==> src/btb_cfg.svh <==
// Constants for the bit-toggle and flag-branch execute block
`ifndef BTB_CFG_SVH
`define BTB_CFG_SVH
`define BTB_OP_TOGGLE 4'h7
`define BTB_OP_BR_OVF 8'hE4
`define BTB_OP_BR_ZERO 8'hE0
`define BTB_IDX_LIMIT 8'h5F
`define BTB_PC_W 21
`define BTB_ADDR_W 12
`define BTB_STEP 21'h000002
`define BTB_ACCESS_SPLIT 8'h60
`define BTB_ACCESS_HIGH 4'hF
`define BTB_ACCESS_LOW 4'h0
`endif

==> src/btb_pkg.sv <==
// Types for the bit-toggle and flag-branch execute block
package btb_pkg;
  typedef enum logic [1:0] {
    BTB_Q1 = 2'b00,
    BTB_Q2 = 2'b01,
    BTB_Q3 = 2'b10,
    BTB_Q4 = 2'b11
  } btb_phase_t;
  typedef enum logic [1:0] {
    BTB_K_NONE = 2'b00,
    BTB_K_TOGGLE = 2'b01,
    BTB_K_BRANCH = 2'b10
  } btb_kind_t;
endpackage : btb_pkg

==> src/btb_addr.sv <==
// Operand address generator for byte and bit instructions
`timescale 1ns/1ps
`default_nettype none
`include "btb_cfg.svh"
module btb_addr
  import btb_pkg::*;
(
  input wire logic [7:0] file_addr,
  input wire logic bank_sel,
  input wire logic ext_en,
  input wire logic [3:0] bank_select_register,
  input wire logic [11:0] index_base,
  output logic [11:0] eff_addr
);
  always_comb begin
    if (!bank_sel && ext_en && file_addr <= `BTB_IDX_LIMIT) begin
      eff_addr = index_base + {4'h0, file_addr};
    end else if (bank_sel) begin
      eff_addr = {bank_select_register, file_addr};
    end else if (file_addr < `BTB_ACCESS_SPLIT) begin
      eff_addr = {`BTB_ACCESS_LOW, file_addr};
    end else begin
      eff_addr = {`BTB_ACCESS_HIGH, file_addr};
    end
  end
endmodule : btb_addr
`default_nettype wire

==> src/btb_exec.sv <==
// Decode and execute of bit toggle and flag branches over four phases
`timescale 1ns/1ps
`default_nettype none
`include "btb_cfg.svh"
// Contract
// - Toggle opcode 0111, bit, bank, file
// - Invert chosen bit, write back, flags kept
// - Bank bit selects access or banked data
// - Extended mode low addresses use indexed offset when bank bit is clear
// - Overflow branch opcode E4, signed offset
// - Overflow branch taken only when overflow set
// - Target is incremented PC plus twice offset
// - Branch one cycle, two when taken
// - Taken zero branch jumps, flags kept
module btb_exec
  import btb_pkg::*;
(
  input wire logic clk,
  input wire logic rst,
  input wire logic [15:0] instr,
  input wire logic [20:0] pc_inc,
  input wire logic flag_ovf,
  input wire logic flag_zero,
  input wire logic ext_en,
  input wire logic [3:0] bank_select_register,
  input wire logic [11:0] index_base,
  input wire logic [7:0] mem_rdata,
  output logic [1:0] phase,
  output logic [11:0] mem_addr,
  output logic mem_rd,
  output logic mem_wr,
  output logic [7:0] mem_wdata,
  output logic pc_wr,
  output logic [20:0] pc_wdata,
  output logic flush,
  output logic instr_done
);
  btb_phase_t phase_reg, phase_next;
  btb_kind_t kind_reg, kind_next;
  logic [15:0] ir_reg, ir_next;
  logic [7:0] data_reg, data_next;
  logic take_reg, take_next;
  logic nop_reg, nop_next;
  logic [11:0] addr_reg, addr_next;
  logic rd_reg, rd_next;
  logic wr_reg, wr_next;
  logic [7:0] wdata_reg, wdata_next;
  logic pcw_reg, pcw_next;
  logic [20:0] pcd_reg, pcd_next;
  logic flush_reg, flush_next;
  logic done_reg, done_next;
  logic [11:0] eff_addr;
  logic [7:0] flip_mask;

  function automatic btb_kind_t decode_kind(input logic [15:0] w);
    if (w[15:12] == `BTB_OP_TOGGLE) begin
      decode_kind = BTB_K_TOGGLE;
    end else if (w[15:8] == `BTB_OP_BR_OVF || w[15:8] == `BTB_OP_BR_ZERO) begin
      decode_kind = BTB_K_BRANCH;
    end else begin
      decode_kind = BTB_K_NONE;
    end
  endfunction : decode_kind

  // Taken branch: writes the PC and idles the following cycle
  function automatic logic is_jump(input btb_kind_t k, input logic t);
    is_jump = (k == BTB_K_BRANCH) && t;
  endfunction : is_jump

  btb_addr u_addr (
    .file_addr(ir_reg[7:0]),
    .bank_sel(ir_reg[8]),
    .ext_en(ext_en),
    .bank_select_register(bank_select_register),
    .index_base(index_base),
    .eff_addr(eff_addr)
  );

  // One select per data bit; keeps the toggle a plain XOR
  generate
    for (genvar gi = 0; gi < 8; gi++) begin : g_flip
      assign flip_mask[gi] = (ir_reg[11:9] == 3'(gi));
    end
  endgenerate

  // Sequencing: phase count, decode and the idle cycle after a jump
  always_comb begin
    phase_next = btb_phase_t'(phase_reg + 2'b01);
    kind_next = kind_reg;
    ir_next = ir_reg;
    nop_next = nop_reg;
    done_next = 1'b0;
    unique case (phase_reg)
      BTB_Q1: begin
        // Decode; a taken branch spends the whole next cycle idle
        if (nop_reg) begin
          kind_next = BTB_K_NONE;
        end else begin
          ir_next = instr;
          kind_next = decode_kind(instr);
        end
      end
      BTB_Q2: begin
        // Operand read lives in the datapath group
      end
      BTB_Q3: begin
        // Processing lives in the datapath group
      end
      BTB_Q4: begin
        nop_next = is_jump(kind_reg, take_reg);
        // The idle cycle reports nothing, so fetch can count words
        done_next = !nop_reg;
      end
    endcase
  end

  // Synchronous reset only; no clock enable anywhere
  always_ff @(posedge clk) begin
    if (rst) begin
      phase_reg <= BTB_Q1;
      kind_reg <= BTB_K_NONE;
      ir_reg <= 16'h0000;
      nop_reg <= 1'b0;
      done_reg <= 1'b0;
    end else begin
      phase_reg <= phase_next;
      kind_reg <= kind_next;
      ir_reg <= ir_next;
      nop_reg <= nop_next;
      done_reg <= done_next;
    end
  end

  // Datapath: operand read, toggle and branch target
  always_comb begin
    data_next = data_reg;
    take_next = take_reg;
    addr_next = addr_reg;
    rd_next = 1'b0;
    wr_next = 1'b0;
    wdata_next = wdata_reg;
    pcw_next = 1'b0;
    pcd_next = pcd_reg;
    flush_next = 1'b0;
    unique case (phase_reg)
      BTB_Q1: begin
        // Decode lives in the sequencing group
      end
      BTB_Q2: begin
        if (kind_reg == BTB_K_TOGGLE) begin
          addr_next = eff_addr;
          rd_next = 1'b1;
        end
      end
      BTB_Q3: begin
        if (kind_reg == BTB_K_TOGGLE) begin
          // Only bit b flips; status flags are never touched
          data_next = mem_rdata ^ flip_mask;
        end
        if (kind_reg == BTB_K_BRANCH) begin
          // Flags are sampled late so a prior write has settled
          take_next = (ir_reg[15:8] == `BTB_OP_BR_OVF) ?
            flag_ovf : flag_zero;
          pcd_next = pc_inc + {{12{ir_reg[7]}}, ir_reg[7:0], 1'b0};
        end
      end
      BTB_Q4: begin
        if (kind_reg == BTB_K_TOGGLE) begin
          wr_next = 1'b1;
          wdata_next = data_reg;
        end
        // Not-taken branch writes nothing in this phase
        if (is_jump(kind_reg, take_reg)) begin
          pcw_next = 1'b1;
          flush_next = 1'b1;
        end
        take_next = 1'b0;
      end
    endcase
  end

  always_ff @(posedge clk) begin
    if (rst) begin
      data_reg <= 8'h00;
      take_reg <= 1'b0;
      addr_reg <= 12'h000;
      rd_reg <= 1'b0;
      wr_reg <= 1'b0;
      wdata_reg <= 8'h00;
      pcw_reg <= 1'b0;
      pcd_reg <= 21'h000000;
      flush_reg <= 1'b0;
    end else begin
      data_reg <= data_next;
      take_reg <= take_next;
      addr_reg <= addr_next;
      rd_reg <= rd_next;
      wr_reg <= wr_next;
      wdata_reg <= wdata_next;
      pcw_reg <= pcw_next;
      pcd_reg <= pcd_next;
      flush_reg <= flush_next;
    end
  end

  // Outputs come straight from registers; no glitches on the strobes
  assign phase = phase_reg;
  assign mem_addr = addr_reg;
  assign mem_rd = rd_reg;
  assign mem_wr = wr_reg;
  assign mem_wdata = wdata_reg;
  assign pc_wr = pcw_reg;
  assign pc_wdata = pcd_reg;
  assign flush = flush_reg;
  assign instr_done = done_reg;
endmodule : btb_exec
`default_nettype wire

==> config.mk <==
export PLATFORM = sky130hd
export DESIGN_NAME = btb_exec
export DESIGN_NICKNAME = d
export VERILOG_FILES = /design/src/btb_pkg.sv /design/src/btb_addr.sv /design/src/btb_exec.sv
export VERILOG_INCLUDE_DIRS = /design/src
export SDC_FILE = /design/constraint.sdc
export NUM_CORES = 1
export LEC_CHECK = 0
export ABC_AREA = 0
export BUFFER_PORTS_ARGS = -buffer_cell sky130_fd_sc_hd__buf_2
export CAP_MARGIN = 20
export CORE_MARGIN = 2
export CORE_UTILIZATION = 45
export CTS_BUF_LIST = sky130_fd_sc_hd__clkbuf_16
export DETAILED_ROUTE_END_ITERATION = 6
export PLACE_DENSITY_LB_ADDON = 0.08
export SLEW_MARGIN = 20
export SYNTH_ARGS = -nofsm -noshare
export SYNTH_HDL_FRONTEND = slang
export SYNTH_SLANG_ARGS = --single-unit
==> constraint.sdc <==
create_clock -name clk -period 2.3 [get_ports clk]
set_input_delay 0.46 -clock clk [delete_from_list [all_inputs] [get_ports clk]]
set_output_delay 0.46 -clock clk [all_outputs]
set_load 0.05 [all_outputs]
# [After elaboration in Yosys (flattened, before gate mapping)]
# Cells that the tools add are included.
[classes] n_addsub=3 mux=11 magnitude_cmp=2 n_eq_ne=17 n_reduce_logical=17 bitwise_logic=4
[ops] operator="$mux 12" n=3
[ops] operator="$eq 8x8->1 const B" n=3
[ops] operator="$add 21x21->21" n=1
[ops] operator="$add 12x8->12" n=1
[ops] operator="$eq 3x3->1 const B" n=4
[ops] operator="$reduce_and 2->1" n=6
[ops] operator="$le 8x7->1 const B" n=1
[ops] operator="$lt 8x7->1 const B" n=1
[ops] operator="$xor 8x8->8" n=1
[ops] operator="$eq 2x2->1 const B" n=3
[ops] operator="$eq 3x2->1 const B" n=2
[ops] operator="$mux 2" n=3
[ops] operator="$eq 2x1->1 const B" n=2
[ops] operator="$eq 4x3->1 const B" n=1
[ops] operator="$mux 1" n=4
[ops] operator="$reduce_or 2->1" n=2
[ops] operator="$eq 3x1->1 const B" n=1
[ops] operator="$logic_and 1x1->1" n=3
[ops] operator="$logic_not 3->1" n=1
[ops] operator="$not 1->1" n=3
[ops] operator="$add 2x1->2 const B" n=1
[ops] operator="$logic_not 1->1" n=2
[ops] operator="$logic_not 2->1" n=1
[ops] operator="$ne 2x2->1 const B" n=1
[ops] operator="3 further kinds" n=3
[totals] in_bits=66 regBits=75 word_cells=67

# [Logic depth before layout (Yosys ltp)]
[depth] word_depth=5 ltp_mapped=10 depth_no_buf=10

# [Cells and area by module]
# From an unflattened synthesis, not the netlist that was laid out.
[hier_totals] cells_unflattened=559 hier_area_um2=4406.7
[modules_own_cells] module="btb_exec" seq_area_each_um2=1501.4 area_per_inst_um2=3842.4 n_inst=1 cells_each=479
[modules_own_cells] module="btb_addr" seq_area_each_um2=0.0 area_per_inst_um2=564.3 n_inst=1 cells_each=80

# [Worst setup path after synthesis]
# OpenSTA, ideal clock, no wires.
[synth_path] kind="input to register" startpoint="input port pc_inc[1]" endpoint="register pcd_reg[13] (netlist: pc_wdata[13])" stages=9 setup_slack_ns=-0.069 t_required_ns=2.182 setup_ns=0.118 arrival_time_ns=2.251 n_path_buf=0 cell_sequence="ha_1 > fa_1 > a21o_1 > a221o_2 > nor3_4 > o21ai_2 > a31oi_1 > xor2_1 > o21ai_1"
[synth_between] elab_chain_len=1
[synth_rtl] item="start: declaration" line="btb_exec.sv:21" rtl="input wire logic [20:0] pc_inc,"
[synth_rtl] item="$add 21x21->21" line="btb_exec.sv:164" rtl="pcd_next = pc_inc + {{12{ir_reg[7]}}, ir_reg[7:0], 1'b0};"
[synth_rtl] item="end signal: assignment" line="btb_exec.sv:201" rtl="pcd_reg <= pcd_next;"
[synth_rtl] item="end: declaration" line="btb_exec.sv:49" rtl="logic [20:0] pcd_reg, pcd_next;"
# No other way between the ends.
# A chain may end at the register's enable or synchronous reset.

# [Worst setup path after layout]
[layout_path] startpoint="register ir_reg[0]" endpoint="register pcd_reg[9] (netlist: pc_wdata[9])"
[layout_between] elab_chain_len=1
[layout_rtl] item="start: declaration" line="btb_exec.sv:40" rtl="logic [15:0] ir_reg, ir_next;"
[layout_rtl] item="start signal: assignment" line="btb_exec.sv:128" rtl="ir_reg <= ir_next;"
[layout_rtl] item="$add 21x21->21" line="btb_exec.sv:164"
# No other way between the ends.

==> results.yml <==
status:
  status: "finished with violations"
  violations: "setup timing"
floorplan:
  initial_core_util_pct: 46.4
  core_area_um2: 9240
  pin_count: 114
  row_count: 35
  fp.dieH_um: 102
  dieArea_um2: 10300
  die_w_um: 102
min_path:
  hold_end: "ir_reg[2]$_SDFFE_PP0P_"
  min_path_cells: 3
  min_path_type: "primary input to flip-flop"
  min_from: "instr[2]"
drt:
  vias: 4274
  drt_wl_total_mm: 11.7
  first_pass_iters: 4
  via_per_inst: 5.26
  drcViolationCount: 0
  drt-initial-drc-count: 164
  ant_nets: 0
  wl_per_cell_um: 14.4
global_route:
  grt_pass1_vias: 4001
  track_usage_pct: 23.1
  grt_pass1_wl_mm: 18.9
  overflow: 0
  antenna_found_initial: 1
  grt_max_degree: 36
power_and_ir_drop:
  power_mw: 3.71
  power.density_nw_per_um2: 661
  power_leakage_nw: 2.55
  ir_drop_uv: 471
clock_network:
  clk_latency_ps: 330
  cts.clk_slew.worst_paths_ps: 60
  cts.sinks: 75
  clock-root-buffer: "clkbuf_16"
  h-tree-depth: 3
  tritoncts: "yes"
  hold_buffers: 0
  cts_buffer_depth: 2
  cts_buffers: 9
critical_path:
  cp.required_ps: 2560
  cp_top_family: "compound AO/OA/AOI/OAI gates"
  end_kind: "flip-flop"
  cpMaxStageDelayCell: "a221o_2"
  cp.arrival_ps: 2570
  critPathLaunchType: "flip-flop"
  crit_type: "flip-flop to flip-flop"
  crit_path_start: "ir_reg[0]$_SDFFE_PP0P_"
  path_buf_inv: 0
  ff2ff_setup_slack_ps: -3
  crit_path_max_incr_delay_ps: 370
  crit-reg2reg-capture: "pc_wdata[9]$_SDFFE_PP0P_"
  r2r-start: "ir_reg[0]$_SDFFE_PP0P_"
  worst-path-max-fanout: 3
  r2r_cells: 9
  cp_cell_sequence: "ha_4 > fa_2 > a21o_1 > a221o_2 > nor3_4 > and2b_1 > xor2_1 > nand2_1 > a21oi_1"
  cp.depth: 9
timing:
  rsz0062_at_grt: "true"
  worst_pin_slew_ps: 644
  clock_skew_ps: 6.76
  fin_crit_sh_pct: 100
  finalSetupTns_ps: -3.24
  maxSlewViolCount: 0
  maxSlewHeadroom_pct: 57.0
  fmax_mhz: 434
  worst_slack_ps: -3.24
  hold_violations: 0
  fin_crit_ps: 2300
  setup_violations: 1
synth:
  synth_edf_count: 0
  async_reset_ff_share_pct: 0
  synth_cells: 543
  syn-cell-area_um2: 4290
  avgSynthCellArea_um2: 7.89
  yosysWarnings: 0
  synth_cell_types: 59
  ys_seq_area_share_pct: 35.0
  synth_fp_nets: 642
  synth_flop_cell: "dfxtp_1"
  ys_ff_latch: 75
finish:
  area_growth_pct: 31.0
  mostFrequentLayoutCell: "buf_2"
  num_antenna_cells: 0
  n_fill_cell: 905
  fin_nets: 778
  final_cells: 813
  largest_register_ffs: 21
  drive_above_1_share_pct: 28.8
  most-common-layout-cells: "buf_2, nand2_1, dfxtp_1"
place:
  hpwl_mm: 8.97
  globalplace.congestion: 0.926
  dpl.cell_count: 791
  io_buffers: 113
run:
  cap_viol_max_count: 0
stage by stage:
stage / setup slack, ps / hold slack (ps) / utilization, % / instance area, um2
finish: -3.24 / 364 / 60.7 / 5610
global route: -67.7 / 364 / 60.7 / 5610
CTS: 2.43 / 354 / 59.8 / 5530
detailed placement: -285 / 436 / 56.1 / 5180
global placement: -236 / 432 / 56.1 / 5180
floorplan: 11.2 / 428 / - / 4300
report_power, final:
part	total (mW)	switching, mW	internal (mW)	leakage [nW]
combinational	0.761	0.418	0.343	1.78
sequential	1.36	0.0363	1.33	0.609
clock	1.58	0.608	0.974	0.160
total	3.71	1.06	2.65	2.55
layout make-up:
class	instances	area [um2]	share of cell area [%]
inverter	12	45.0	0.802
sequential	75	1510	26.8
clock buffer	9	225	4.01
timing repair buffer	156	888	15.8
clock inverter	7	108	1.92
tap	129	161	2.88
multi-input combinational	425	2680	47.7
how the worst max path moves through the flow:
stage                                end  slack (ps)
2_1_floorplan   pc_wdata[9]$_SDFFE_PP0P_          10
3_3_place_gp    pc_wdata[9]$_SDFFE_PP0P_        -240
3_5_place_dp    pc_wdata[9]$_SDFFE_PP0P_        -290
4_1_cts        pc_wdata[13]$_SDFFE_PP0P_           2
5_1_grt         pc_wdata[9]$_SDFFE_PP0P_         -70
6_report        pc_wdata[9]$_SDFFE_PP0P_          -3
synth_stat cells, types with 13 or more instances:
| master | n | area share (%) |
|---|---|---|
| xor2_1 | 13 | 2.7 |
| nand2_1 | 105 | 9.2 |
| ha_1 | 31 | 9.1 |
| clkbuf_1 | 26 | 2.3 |
| o21ai_0 | 19 | 2.2 |
| a211oi_1 | 17 | 3.0 |
| dfxtp_1 | 75 | 35 |
| a21oi_1 | 57 | 6.7 |
| nor3_1 | 13 | 1.5 |
| nor2_1 | 41 | 3.6 |
| xnor2_1 | 14 | 2.9 |
| nand3_1 | 19 | 2.2 |
logic make-up (layout without fill, tap and decap cells):
| family | Yosys count | in the layout | synth area share, % |
|---|---|---|---|
| flip-flops | 75 | 75 | 35.0 |
| AO/OA/AOI/OAI | 145 | 145 | 22.3 |
| buffers and inverters | 43 | 184 | 3.85 |
| multiplexers | 1 | 1 | 0.234 |
| adder cells (fa/ha/maj) | 33 | 33 | 9.99 |
| XOR/XNOR | 27 | 27 | 5.52 |
| AND/OR/NAND/NOR | 219 | 219 | 23.0 |
routing by layer:
layer | global-route usage, % | routed length (um) | vias up
met5 | 0 | 0 | -
met4 | 5.93 | 66 | 0
met3 | 4.21 | 649 | 6
met1 | 30.2 | 5340 | 1977
met2 | 39.4 | 5660 | 109
li1 | - | - | 2182
worst register-to-register path: stages (launching register included):
cell and delay (ps):
dfxtp_2 340, ha_4 160, fa_2 350, a21o_1 190
a221o_2 370, nor3_4 260, and2b_1 220, xor2_1 140
nand2_1 70, a21oi_1 130
repair_timing:
item / 4_1_cts / 5_1_grt
resized for setup: 2 / 16
buffers inserted: 1 / 5
setup endpoints to repair: 5 / 9
pin swaps: 3 / 9
No activity file was read; power rests on OpenSTA's default activity.
